File: config.mk
export PLATFORM = sky130hd
export DESIGN_NAME = frame_mover
export DESIGN_NICKNAME = d
export VERILOG_FILES = /design/src/design/frame_mover.v /design/src/design/axi_lite_port.v
export VERILOG_INCLUDE_DIRS = /design/src /design/src/design
export SDC_FILE = /design/constraint.sdc
export NUM_CORES = 2
export LEC_CHECK = 0
export BUFFER_PORTS_ARGS = -buffer_cell sky130_fd_sc_hd__buf_2
export CAP_MARGIN = 5
export CORE_ASPECT_RATIO = 0.9
export CORE_MARGIN = 2
export CORE_UTILIZATION = 50
export CTS_CLUSTER_DIAMETER = 200
export DETAILED_ROUTE_END_ITERATION = 10
export MAX_ROUTING_LAYER = met4
export PLACE_DENSITY = 0.8
export RECOVER_POWER = 25
export SKIP_CTS_REPAIR_TIMING = 1
export SLEW_MARGIN = 0
export SYNTH_ARGS = -nofsm -noshare
export SYNTH_HDL_FRONTEND = slang
export SYNTH_SLANG_ARGS = --single-unit
File: constraint.sdc
create_clock -name aclk -period 5.7 [get_ports aclk]
set_input_delay 0.855 -clock aclk [delete_from_list [all_inputs] [get_ports aclk]]
set_output_delay 0.855 -clock aclk [all_outputs]
set_load 0.01 [all_outputs]
File: src/design/frame_mover_defs.vh
// Constants for the frame mover: offsets, fields, codes and reset values
`ifndef FRAME_MOVER_DEFS_VH
`define FRAME_MOVER_DEFS_VH
`define NUM_CH 10
`define NUM_XTR 2
`define OFF_START 8'h00
`define OFF_STOP 8'h04
`define OFF_SAFE 8'h08
`define OFF_COND 8'h0c
`define OFF_HALT_FRM 8'h10
`define OFF_HALT_BLK 8'h14
`define OFF_INJ_GRP 8'h18
`define OFF_EOL 8'h1c
`define OFF_EOL_ENA 8'h20
`define OFF_FRM 8'h24
`define OFF_FRM_ENA 8'h28
`define OFF_MRK 8'h2c
`define OFF_MRK_ENA 8'h30
`define OFF_ERR 8'h34
`define OFF_ERR_WHY 8'h38
`define OFF_IRQ_ENA 8'h3c
`define OFF_IRQ_PEND 8'h40
`define OFF_MANUAL 8'h44
`define OFF_SEL 8'h48
`define OFF_NEXT_PTR 8'h4c
`define OFF_CUR_PTR 8'h50
`define OFF_COUNTERS 8'h54
`define OFF_CREDIT 8'h58
`define ST_DIS 2'h0
`define ST_UPD 2'h1
`define ST_ACT 2'h2
`define CB_NEXT 2'h0
`define CB_DATA 2'h1
`define CB_LEN 2'h2
`define CB_STAT 2'h3
`define CB_STAT_OFS 32'h0000_000c
`define LEN_SIZE 15:0
`define LEN_MARKER 16
`define LEN_CREDIT 17
`define STAT_LEN 15:0
`define STAT_SOF 16
`define STAT_EOF 17
`define STAT_ABORT 18
`define STAT_PD 19
`define STAT_LOW 19:0
`define STAT_OFF 31:20
`define ERR_BUS 4'h1
`define ERR_ALIGN 4'h2
`define RST_WORD 32'h0000_0000
`define RST_CH 10'h000
`endif

File: src/design/frame_mover.v
// Frame mover: ten-channel control block walking engine with its registers
`include "frame_mover_defs.vh"
module frame_mover (
  input wire aclk, // System clock
  input wire aresetn, // Synchronous reset, active low
  input wire [7:0] awaddr, // AXI write address
  input wire awvalid, // AXI write address valid
  output wire awready, // AXI write address ready
  input wire [31:0] wdata, // AXI write data
  input wire [3:0] wstrb, // AXI write strobes
  input wire wvalid, // AXI write data valid
  output wire wready, // AXI write data ready
  output wire [1:0] bresp, // AXI write response
  output wire bvalid, // AXI write response valid
  input wire bready, // AXI write response ready
  input wire [7:0] araddr, // AXI read address
  input wire arvalid, // AXI read address valid
  output wire arready, // AXI read address ready
  output wire [31:0] rdata, // AXI read data
  output wire [1:0] rresp, // AXI read response
  output wire rvalid, // AXI read valid
  input wire rready, // AXI read ready
  output reg mem_valid, // Memory request valid
  output reg mem_write, // Memory request is a write
  output reg [31:0] mem_addr, // Memory byte address
  output reg [31:0] mem_wdata, // Memory write word
  input wire mem_ready, // Memory request taken and answered
  input wire [31:0] mem_rdata, // Memory read word
  input wire mem_error, // Memory answer carries an error
  output reg xfer_valid, // Data block transfer request
  output reg [3:0] xfer_channel, // Channel of the transfer
  output reg xfer_group, // CPU group of the transfer
  output reg [31:0] xfer_addr, // Data block address
  output reg [11:0] xfer_offset, // Byte offset in the block
  output reg [15:0] xfer_length, // Bytes to inject or block capacity
  output reg xfer_abort, // Injected frame must be aborted
  input wire xfer_done, // Data path finished the block
  input wire [31:0] xfer_status, // Extraction status from data path
  input wire manual_rx_frame_start_ready, // Next manual word starts a frame
  input wire manual_rx_word_ready, // Any manual extraction word waits
  input wire manual_tx_space_ready, // Room for sixteen injection words
  output reg irq // Interrupt request, active high
);
  localparam E_IDLE = 3'h0;
  localparam E_FETCH = 3'h1;
  localparam E_CREDIT = 3'h2;
  localparam E_XFER = 3'h3;
  localparam E_WB = 3'h4;

  wire wr_en;
  wire [7:0] wr_addr;
  wire [31:0] wr_data;
  wire [31:0] wr_mask;
  wire [7:0] rd_addr;
  reg [31:0] rd_data;
  wire [31:0] w1 = wr_data & wr_mask;

  reg [2:0] eng;
  reg [3:0] ech;
  reg [1:0] widx;
  reg [31:0] b_next;
  reg [31:0] b_data;
  reg [31:0] b_len;
  reg [31:0] b_stat;
  reg [31:0] next_ptr [0:9];
  reg [31:0] cur_ptr [0:9];
  reg [7:0] cnt_mrk [0:9];
  reg [7:0] cnt_blk [0:9];
  reg [7:0] cnt_frm [0:9];
  reg [7:0] credit [0:9];
  reg [9:0] halt_frm, halt_blk, inj_grp;
  reg [9:0] evt_eol, evt_frm, evt_mrk, channel_error_event;
  reg [9:0] ena_eol, ena_frm, ena_mrk, irq_ena;
  reg [2:0] man_ena;
  reg [7:0] err_why;
  reg [3:0] sel;
  wire [19:0] cond;
  wire [9:0] ch_act, safe, stop_v, prev_eof;

  reg [3:0] pick_ch;
  reg pick_any;
  reg [9:0] set_eol, set_frm, set_mrk, set_err, go_dis, go_upd, go_act;
  integer k;
  integer j;

  axi_lite_port u_port (
    .aclk(aclk), .aresetn(aresetn),
    .awaddr(awaddr), .awvalid(awvalid), .awready(awready),
    .wdata(wdata), .wstrb(wstrb), .wvalid(wvalid), .wready(wready),
    .bresp(bresp), .bvalid(bvalid), .bready(bready),
    .araddr(araddr), .arvalid(arvalid), .arready(arready),
    .rdata(rdata), .rresp(rresp), .rvalid(rvalid), .rready(rready),
    .wr_en(wr_en), .wr_addr(wr_addr), .wr_data(wr_data), .wr_mask(wr_mask),
    .rd_addr(rd_addr), .rd_data(rd_data)
  );

  // Engine decode: pick a channel and derive per-channel pulses
  wire inj = (ech >= 4'd2);
  wire [9:0] oh_e = 10'h001 << ech;
  wire [9:0] oh_p = 10'h001 << pick_ch;
  wire pick = (eng == E_IDLE) && pick_any;
  wire pick_null = (next_ptr[pick_ch] == `RST_WORD);
  wire pick_halt = stop_v[pick_ch] || pick_null;
  wire pick_bad = !pick_halt && (next_ptr[pick_ch][1:0] != 2'h0);
  wire pick_go = pick && !pick_halt && !pick_bad;
  wire mem_ok = mem_ready && !mem_error;
  wire load_done = (eng == E_FETCH) && mem_ok && (widx == `CB_STAT);
  wire wb_ok = (eng == E_WB) && mem_ok;
  wire bus_err = ((eng == E_FETCH) || (eng == E_WB)) && mem_ready && mem_error;
  wire st_eof = b_stat[`STAT_EOF];
  wire halt = stop_v[ech] || halt_blk[ech] || (halt_frm[ech] && st_eof);
  wire [31:0] wb_word = inj ? (b_stat | (32'h1 << `STAT_PD)) :
    {b_stat[`STAT_OFF], xfer_status[`STAT_LOW]};

  // Highest numbered active channel wins the engine
  always @*
  begin
    pick_ch = 4'h0;
    pick_any = 1'b0;
    for (k = 0; k < `NUM_CH; k = k + 1)
      if (ch_act[k])
      begin
        pick_ch = k[3:0];
        pick_any = 1'b1;
      end
  end

  // Event and state pulses for the channel under service
  always @*
  begin
    set_eol = `RST_CH;
    set_frm = `RST_CH;
    set_mrk = `RST_CH;
    set_err = `RST_CH;
    go_dis = `RST_CH;
    go_upd = `RST_CH;
    go_act = `RST_CH;
    if (pick && prev_eof[pick_ch] && !pick_bad)
      set_frm = oh_p;
    if (pick && (pick_halt || pick_bad))
      go_dis = oh_p;
    if (pick_bad)
      set_err = oh_p;
    if (pick_go)
      go_upd = oh_p;
    if (load_done)
    begin
      go_act = oh_e;
      if (!inj && b_next == `RST_WORD)
        set_eol = oh_e;
      if (b_len[`LEN_MARKER])
        set_mrk = oh_e;
    end
    if ((eng == E_XFER) && xfer_done)
      go_upd = oh_e;
    if (wb_ok)
    begin
      if ((inj && b_next == `RST_WORD) || halt_blk[ech] || (halt_frm[ech] && st_eof))
        set_eol = oh_e;
      if (halt)
      begin
        go_dis = oh_e;
        if (st_eof)
          set_frm = oh_e;
      end
      else
        go_act = oh_e;
    end
    if (bus_err)
    begin
      set_err = oh_e;
      go_dis = oh_e;
    end
  end

  // Per-channel state, stop request and end-of-frame memory
  genvar g;
  generate
    for (g = 0; g < `NUM_CH; g = g + 1)
    begin : chan
      reg [1:0] st;
      reg stop_req;
      reg last_eof;
      wire start_w = wr_en && (wr_addr == `OFF_START) && w1[g];
      wire stop_w = wr_en && (wr_addr == `OFF_STOP) && w1[g];
      always @(posedge aclk)
      begin
        if (!aresetn)
        begin
          st <= `ST_DIS;
          stop_req <= 1'b0;
          last_eof <= 1'b0;
        end
        else
        begin
          if (go_dis[g])
            st <= `ST_DIS;
          else if (go_upd[g])
            st <= `ST_UPD;
          else if (go_act[g] || (start_w && st == `ST_DIS))
            st <= `ST_ACT;
          if (start_w || go_dis[g])
            stop_req <= 1'b0;
          else if (stop_w && st != `ST_DIS)
            stop_req <= 1'b1;
          if (set_frm[g])
            last_eof <= 1'b0;
          else if (wb_ok && oh_e[g])
            last_eof <= st_eof;
        end
      end
      assign cond[2*g+1:2*g] = st;
      assign ch_act[g] = (st == `ST_ACT);
      assign safe[g] = (st == `ST_DIS);
      assign stop_v[g] = stop_req;
      assign prev_eof[g] = last_eof;
    end
  endgenerate

  // Engine sequencer, memory port, transfer port and per-channel arrays
  always @(posedge aclk)
  begin
    if (!aresetn)
    begin
      eng <= E_IDLE;
      ech <= 4'h0;
      widx <= 2'h0;
      b_next <= `RST_WORD;
      b_data <= `RST_WORD;
      b_len <= `RST_WORD;
      b_stat <= `RST_WORD;
      mem_valid <= 1'b0;
      mem_write <= 1'b0;
      mem_addr <= `RST_WORD;
      mem_wdata <= `RST_WORD;
      xfer_valid <= 1'b0;
      xfer_channel <= 4'h0;
      xfer_group <= 1'b0;
      xfer_addr <= `RST_WORD;
      xfer_offset <= 12'h000;
      xfer_length <= 16'h0000;
      xfer_abort <= 1'b0;
      for (j = 0; j < `NUM_CH; j = j + 1)
      begin
        next_ptr[j] <= `RST_WORD;
        cur_ptr[j] <= `RST_WORD;
        cnt_mrk[j] <= 8'h00;
        cnt_blk[j] <= 8'h00;
        cnt_frm[j] <= 8'h00;
        credit[j] <= 8'h00;
      end
    end
    else
    begin
      // Pointer and credit writes go to the selected channel
      if (wr_en && wr_addr == `OFF_NEXT_PTR)
        next_ptr[sel] <= (next_ptr[sel] & ~wr_mask) | w1;
      if (wr_en && wr_addr == `OFF_CREDIT)
        credit[sel] <= (credit[sel] & ~wr_mask[7:0]) | w1[7:0];
      case (eng)
        E_IDLE:
        begin
          if (pick_go)
          begin
            ech <= pick_ch;
            widx <= `CB_NEXT;
            cur_ptr[pick_ch] <= next_ptr[pick_ch];
            mem_valid <= 1'b1;
            mem_write <= 1'b0;
            mem_addr <= next_ptr[pick_ch];
            eng <= E_FETCH;
          end
        end
        E_FETCH:
        begin
          if (mem_ready)
          begin
            if (mem_error)
            begin
              mem_valid <= 1'b0;
              eng <= E_IDLE;
            end
            else
            begin
              case (widx)
                `CB_NEXT: b_next <= mem_rdata;
                `CB_DATA: b_data <= mem_rdata;
                `CB_LEN: b_len <= mem_rdata;
                default: b_stat <= mem_rdata;
              endcase
              widx <= widx + 2'h1;
              mem_addr <= mem_addr + 32'h0000_0004;
              if (widx == `CB_STAT)
              begin
                mem_valid <= 1'b0;
                next_ptr[ech] <= b_next;
                cnt_blk[ech] <= cnt_blk[ech] + 8'h01;
                if (b_len[`LEN_MARKER])
                  cnt_mrk[ech] <= cnt_mrk[ech] + 8'h01;
                // A preset abort or done mark kills the injected frame
                xfer_abort <= inj && (mem_rdata[`STAT_ABORT] || mem_rdata[`STAT_PD]);
                eng <= E_CREDIT;
              end
            end
          end
        end
        E_CREDIT:
        begin
          // Writing this channel's credit in the same cycle wins over the take
          if (!inj || !b_len[`LEN_CREDIT] || credit[ech] != 8'h00)
          begin
            if (inj && b_len[`LEN_CREDIT] &&
              !(wr_en && wr_addr == `OFF_CREDIT && sel == ech))
              credit[ech] <= credit[ech] - 8'h01;
            xfer_valid <= 1'b1;
            xfer_channel <= ech;
            xfer_group <= inj ? inj_grp[ech] : ech[0];
            xfer_addr <= b_data;
            xfer_offset <= b_stat[`STAT_OFF];
            xfer_length <= inj ? b_stat[`STAT_LEN] : b_len[`LEN_SIZE];
            eng <= E_XFER;
          end
        end
        E_XFER:
        begin
          if (xfer_done)
          begin
            xfer_valid <= 1'b0;
            b_stat <= wb_word;
            mem_valid <= 1'b1;
            mem_write <= 1'b1;
            mem_addr <= cur_ptr[ech] + `CB_STAT_OFS;
            mem_wdata <= wb_word;
            eng <= E_WB;
          end
        end
        E_WB:
        begin
          if (mem_ready)
          begin
            mem_valid <= 1'b0;
            mem_write <= 1'b0;
            if (!mem_error && st_eof && !b_stat[`STAT_ABORT])
              cnt_frm[ech] <= cnt_frm[ech] + 8'h01;
            eng <= E_IDLE;
          end
        end
        default: eng <= E_IDLE;
      endcase
    end
  end

  // Manual ready levels are not latched; they follow the buffers
  wire [9:0] man_vec = {manual_tx_space_ready && man_ena[2], 7'h00,
    (manual_rx_frame_start_ready && man_ena[0]) || (manual_rx_word_ready && man_ena[1]),
    1'b0};
  wire [9:0] irq_pend = irq_ena & ((evt_eol & ena_eol) | (evt_frm & ena_frm) |
    (evt_mrk & ena_mrk) | channel_error_event | man_vec);

  // Software registers; sticky flags keep a new event over a clear
  always @(posedge aclk)
  begin
    if (!aresetn)
    begin
      halt_frm <= `RST_CH;
      halt_blk <= `RST_CH;
      inj_grp <= `RST_CH;
      evt_eol <= `RST_CH;
      evt_frm <= `RST_CH;
      evt_mrk <= `RST_CH;
      channel_error_event <= `RST_CH;
      ena_eol <= `RST_CH;
      ena_frm <= `RST_CH;
      ena_mrk <= `RST_CH;
      irq_ena <= `RST_CH;
      man_ena <= 3'h0;
      err_why <= 8'h00;
      sel <= 4'h0;
    end
    else
    begin
      if (wr_en)
        case (wr_addr)
          `OFF_HALT_FRM: halt_frm <= (halt_frm & ~wr_mask[9:0]) | w1[9:0];
          `OFF_HALT_BLK: halt_blk <= (halt_blk & ~wr_mask[9:0]) | w1[9:0];
          `OFF_INJ_GRP: inj_grp <= (inj_grp & ~wr_mask[9:0]) | w1[9:0];
          `OFF_EOL_ENA: ena_eol <= (ena_eol & ~wr_mask[9:0]) | w1[9:0];
          `OFF_FRM_ENA: ena_frm <= (ena_frm & ~wr_mask[9:0]) | w1[9:0];
          `OFF_MRK_ENA: ena_mrk <= (ena_mrk & ~wr_mask[9:0]) | w1[9:0];
          `OFF_IRQ_ENA: irq_ena <= (irq_ena & ~wr_mask[9:0]) | w1[9:0];
          `OFF_MANUAL: man_ena <= (man_ena & ~wr_mask[2:0]) | w1[2:0];
          `OFF_SEL: sel <= (w1[3:0] < 4'd10) ? w1[3:0] : sel;
          default: sel <= sel;
        endcase
      evt_eol <= (evt_eol & ~((wr_en && wr_addr == `OFF_EOL) ? w1[9:0] : `RST_CH)) | set_eol;
      evt_frm <= (evt_frm & ~((wr_en && wr_addr == `OFF_FRM) ? w1[9:0] : `RST_CH)) | set_frm;
      evt_mrk <= (evt_mrk & ~((wr_en && wr_addr == `OFF_MRK) ? w1[9:0] : `RST_CH)) | set_mrk;
      channel_error_event <= (channel_error_event & ~((wr_en && wr_addr == `OFF_ERR) ? w1[9:0] : `RST_CH)) | set_err;
      if (bus_err)
        err_why <= {ech, `ERR_BUS};
      else if (pick_bad)
        err_why <= {pick_ch, `ERR_ALIGN};
      irq <= |irq_pend;
    end
  end

  // Read multiplexer, unmapped offsets read zero
  always @*
  begin
    case (rd_addr)
      `OFF_SAFE: rd_data = {22'h000000, safe};
      `OFF_COND: rd_data = {12'h000, cond};
      `OFF_HALT_FRM: rd_data = {22'h000000, halt_frm};
      `OFF_HALT_BLK: rd_data = {22'h000000, halt_blk};
      `OFF_INJ_GRP: rd_data = {22'h000000, inj_grp};
      `OFF_EOL: rd_data = {22'h000000, evt_eol};
      `OFF_EOL_ENA: rd_data = {22'h000000, ena_eol};
      `OFF_FRM: rd_data = {22'h000000, evt_frm};
      `OFF_FRM_ENA: rd_data = {22'h000000, ena_frm};
      `OFF_MRK: rd_data = {22'h000000, evt_mrk};
      `OFF_MRK_ENA: rd_data = {22'h000000, ena_mrk};
      `OFF_ERR: rd_data = {22'h000000, channel_error_event};
      `OFF_ERR_WHY: rd_data = {24'h000000, err_why};
      `OFF_IRQ_ENA: rd_data = {22'h000000, irq_ena};
      `OFF_IRQ_PEND: rd_data = {22'h000000, irq_pend};
      `OFF_MANUAL: rd_data = {21'h000000, manual_tx_space_ready, manual_rx_word_ready,
        manual_rx_frame_start_ready, 5'h00, man_ena};
      `OFF_SEL: rd_data = {28'h0000000, sel};
      `OFF_NEXT_PTR: rd_data = next_ptr[sel];
      `OFF_CUR_PTR: rd_data = cur_ptr[sel];
      `OFF_COUNTERS: rd_data = {8'h00, cnt_frm[sel], cnt_blk[sel], cnt_mrk[sel]};
      `OFF_CREDIT: rd_data = {24'h000000, credit[sel]};
      default: rd_data = `RST_WORD;
    endcase
  end
endmodule

File: src/design/axi_lite_port.v
// AXI4-Lite slave front end turning bus traffic into register strobes
module axi_lite_port (
  input wire aclk, // System clock
  input wire aresetn, // Synchronous reset, active low
  input wire [7:0] awaddr, // Write address
  input wire awvalid, // Write address valid
  output wire awready, // Write address ready
  input wire [31:0] wdata, // Write data
  input wire [3:0] wstrb, // Write byte strobes
  input wire wvalid, // Write data valid
  output wire wready, // Write data ready
  output wire [1:0] bresp, // Write response
  output reg bvalid, // Write response valid
  input wire bready, // Write response ready
  input wire [7:0] araddr, // Read address
  input wire arvalid, // Read address valid
  output wire arready, // Read address ready
  output reg [31:0] rdata, // Read data
  output wire [1:0] rresp, // Read response
  output reg rvalid, // Read data valid
  input wire rready, // Read data ready
  output wire wr_en, // One-cycle register write strobe
  output wire [7:0] wr_addr, // Register write address
  output wire [31:0] wr_data, // Register write data
  output wire [31:0] wr_mask, // Byte lanes written
  output wire [7:0] rd_addr, // Register read address
  input wire [31:0] rd_data // Read value for rd_addr
);
  reg aw_hold;
  reg w_hold;
  reg [7:0] aw_q;
  reg [31:0] w_q;
  reg [3:0] s_q;

  // Each channel holds its item until the write is performed
  assign awready = !aw_hold;
  assign wready = !w_hold;
  assign wr_en = aw_hold && w_hold && !bvalid;
  assign wr_addr = aw_q;
  assign wr_data = w_q;
  assign wr_mask = {{8{s_q[3]}}, {8{s_q[2]}}, {8{s_q[1]}}, {8{s_q[0]}}};
  assign arready = !rvalid;
  assign rd_addr = araddr;
  // Unmapped addresses read zero and ignore writes, always OKAY
  assign bresp = 2'h0;
  assign rresp = 2'h0;

  // Write side: address and data in either order
  always @(posedge aclk)
  begin
    if (!aresetn)
    begin
      aw_hold <= 1'b0;
      w_hold <= 1'b0;
      aw_q <= 8'h00;
      w_q <= 32'h0000_0000;
      s_q <= 4'h0;
      bvalid <= 1'b0;
    end
    else
    begin
      if (awvalid && !aw_hold)
      begin
        aw_hold <= 1'b1;
        aw_q <= awaddr;
      end
      if (wvalid && !w_hold)
      begin
        w_hold <= 1'b1;
        w_q <= wdata;
        s_q <= wstrb;
      end
      if (wr_en)
      begin
        aw_hold <= 1'b0;
        w_hold <= 1'b0;
        bvalid <= 1'b1;
      end
      else if (bvalid && bready)
        bvalid <= 1'b0;
    end
  end

  // Read side: data latched in the cycle the address is taken
  always @(posedge aclk)
  begin
    if (!aresetn)
    begin
      rvalid <= 1'b0;
      rdata <= 32'h0000_0000;
    end
    else if (arvalid && !rvalid)
    begin
      rvalid <= 1'b1;
      rdata <= rd_data;
    end
    else if (rvalid && rready)
      rvalid <= 1'b0;
  end
endmodule

==> summary.txt <==
Status
  • Outcome: complete, but fails checks
  • Failing checks: max-capacitance violations, max-slew violations, negative setup slack

Power and ir drop
  • Clk pwr share: 0.439
  • Sequential power share: 0.519
  • Sw frac: 0.232
  • Pwr Total: 0.0317 W
  • P_sw: 0.00736 W
  • Pint: 0.0244 W
  • LEAKAGE: 38.6 nW
  • Worst VDD drop: 0.276 mV
  • Comb pwr share: 0.043
  • PwrDens: 274 mW/mm2

Floorplanning
  • # IOs: 304
  • Core ar.: 0.204 mm2
  • Starting Density: 0.503
  • Die ar.: 0.208 mm2
  • Die H: 433 um
  • Core Rows: 157
  • Chip Width: 481 um

Hold path
  • Min-Delay Path Class: primary input to register

Logic synthesis
  • Syn_area_per_cell: 12.9 um2
  • Largest cells by area after synthesis: edfxtp_1, mux4_2, dfxtp_1, nand2_1, nor2_1
  • Biggest area consumer among synthesized cells: edfxtp_1
  • Mapped Cells: 7952
  • Mapped Area: 0.102 mm2
  • Post-synth EDFFs: 1537
  • Ys async rst share: 0
  • Register area share after synthesis: 0.550
  • Syn. warnings: 0
  • Synthesized flop and latch total: 2043
  • Number of library cell types mapped by synthesis: 87
  • Synth Flop Type: edfxtp_1
  • Post-synth top area share: 0.451

Timing
  • Period Utilization, post-route: 1.00
  • Final min period: 5720 ps
  • RSZ-0062 raised after global routing: no
  • Max-slew violation count: 635
  • Clock skew: 84.4 ps
  • Worst-Margin Slew: 2720 ps
  • Final Hold Viols: 0
  • Rel. slew slack: -0.817
  • Fmax: 175 MHz
  • Setup violators final: 6
  • Final worst slack: -18.1 ps

Final layout
  • Final core utilization: 0.568
  • Area Growth Syn to Fin: 12.9%
  • Commonest non-fill, non-tap cell in the layout: edfxtp_1
  • Most frequent cells in the layout: edfxtp_1, nand2_1, nor2_1
  • Nets@finish: 8417
  • Share of layout cells above drive strength 1: 0.211

CTS
  • Worst-Skew Late Latency: 910 ps
  • Clock-pin slew of the registers on the worst-case setup and hold paths: 70 ps
  • Clock root buffer: clkbuf_16
  • Num CTS Buffers: 205
  • CTS tree: yes
  • Htree depth: 4
  • CTS max path bufs: 3
  • Clock sink count: 2043

Global routing
  • GR Overflow Total: 0
  • GRT Total Usage: 0.388
  • Initial antenna violation count: 23
  • Largest net degree at the start of global routing: 121
  • Vias in the first global route: 78500
  • First-pass GRT wire length: 561000 um

Worst setup path
  • Arrival time at the worst endpoint: 6190 ps
  • Worst path required time: 6170 ps
  • Crit Path Class: register to register
  • Largest fanout on the critical path: 63
  • CP startpoint kind: register
  • Type of destination of the critical path: register

Drt
  • Remaining antenna violation count: 0
  • DRT Pass-1 Iters: 8
  • Residual DRC: 0
  • Vias: 81100
  • DR vias/cell: 7.25
  • Number of DRC markers in iteration 0: 15200
  • Wirelength per Cell: 35.6 um
  • Routed Wire Length: 398000 um

Place
  • Global placement routability congestion: 1.02
  • PortBufs: 287
  • DP HPWL: 258000 um

Job
  • Max-Cap Viols: 19
==> path summary, 6_finish.rpt <==
check / slack, ps / startpoint / cells after the start / endpoint
worst min-delay path: 170 / rready / 2 / u_port.rvalid
worst max register to register: -20 / eng[0] / 9 / cnt_mrk[13][5]
worst min register to register: 460 / b_data[31] / 2 / b_data[31]
worst max-delay path: -20 / eng[0] / 9 / cnt_mrk[13][5]
==> final cells by class <==
| cell class | count | area [um2] |
|---|---|---|
| antenna | 27 | 67.6 |
| clock inverter | 123 | 1220 |
| clock buffer | 263 | 5570 |
| inverter | 58 | 228 |
| sequential | 2043 | 56300 |
| timing repair buffer | 646 | 4460 |
| multi-input combinational | 5323 | 44400 |
| fill | 15900 | 87900 |
| tap | 2703 | 3380 |
==> synth_stat cells, types with 101 or more instances <==
library cell / instances
a22o_1: 303
a22oi_1: 115
nor3_1: 155
nand3_1: 133
mux2i_1: 277
edfxtp_1: 1537
buf_1: 101
clkbuf_1: 563
nor2_1: 895
o31ai_1: 157
o21ai_0: 208
dfxtp_1: 506
mux4_2: 806
a21oi_1: 341
nand2_1: 902
==> kinds of logic (layout without fill, tap and decap cells) <==
logic type	Yosys count	in the layout	share of synthesized area
simple gates	2343	2343	0.0964
flops	2043	2043	0.550
compound gates	1503	1503	0.102
mux	1158	1158	0.213
buf+inv	813	1090	0.0317
xor+xnor	80	80	0.00684
fa+ha+maj	11	11	0.00134
other cells	1	255	0.0000366
==> power by group through the flow <==
stage	Sequential, W	Combinational [W]	Clock [W]
floorplan	0.0167	0.000727	0
global placement	0.0167	0.00125	0
detailed placement	0.0167	0.00127	0
CTS	0.0164	0.00128	0.0139
global route	0.0165	0.00137	0.0144
finish	0.0165	0.00135	0.0139
==> stage by stage <==
step / setup slack (ps) / setup TNS (ps) / cells / instance area (um2) / hold WS, ps
after global placement: 531 / 0 / 10800 / 109000 / 442
after floorplan: -45.3 / -4350 / 8179 / 103000 / 436
final: -18.1 / -65.8 / 11200 / 116000 / 173
after global routing: 9.34 / 0 / 11200 / 116000 / 180
after detailed placement: 494 / 0 / 10800 / 109000 / 449
after CTS: 492 / 0 / 11200 / 116000 / 148
==> registers in the layout (all words and copies together), names as in the netlist, 16 cells and up, named ones only <==
register / cells
b_data: 32
next_ptr: 512
cnt_blk: 128
u_port.wr_data: 32
cur_ptr: 512
chan.st: 20
b_len: 18
credit: 128
u_port.rdata: 32
mem_wdata: 32
cnt_frm: 128
mem_addr: 32
xfer_addr: 32
cnt_mrk: 128
xfer_length: 16
b_next: 32
b_stat: 31
==> per-layer routing <==
metal	up-vias	routed length, um	track usage	share of wire
li1	31400	-	-	-
met1	39500	129000	0.474	0.32
met2	8318	166000	0.533	0.42
met3	1989	68800	0.150	0.17
met4	0	34900	0.258	0.088
met5	-	0	-	0
==> critical path: stages (launching register included) <==
cell and delay, ps:
dfxtp_1 550, nand2b_1 140, nor3_1 220, clkbuf_1 600, and2_0 630, nand2_1 110, clkbuf_2 320, nor2_1 250
clkbuf_2 1700, and2_1 740
Power figures use the tool's default switching activity.
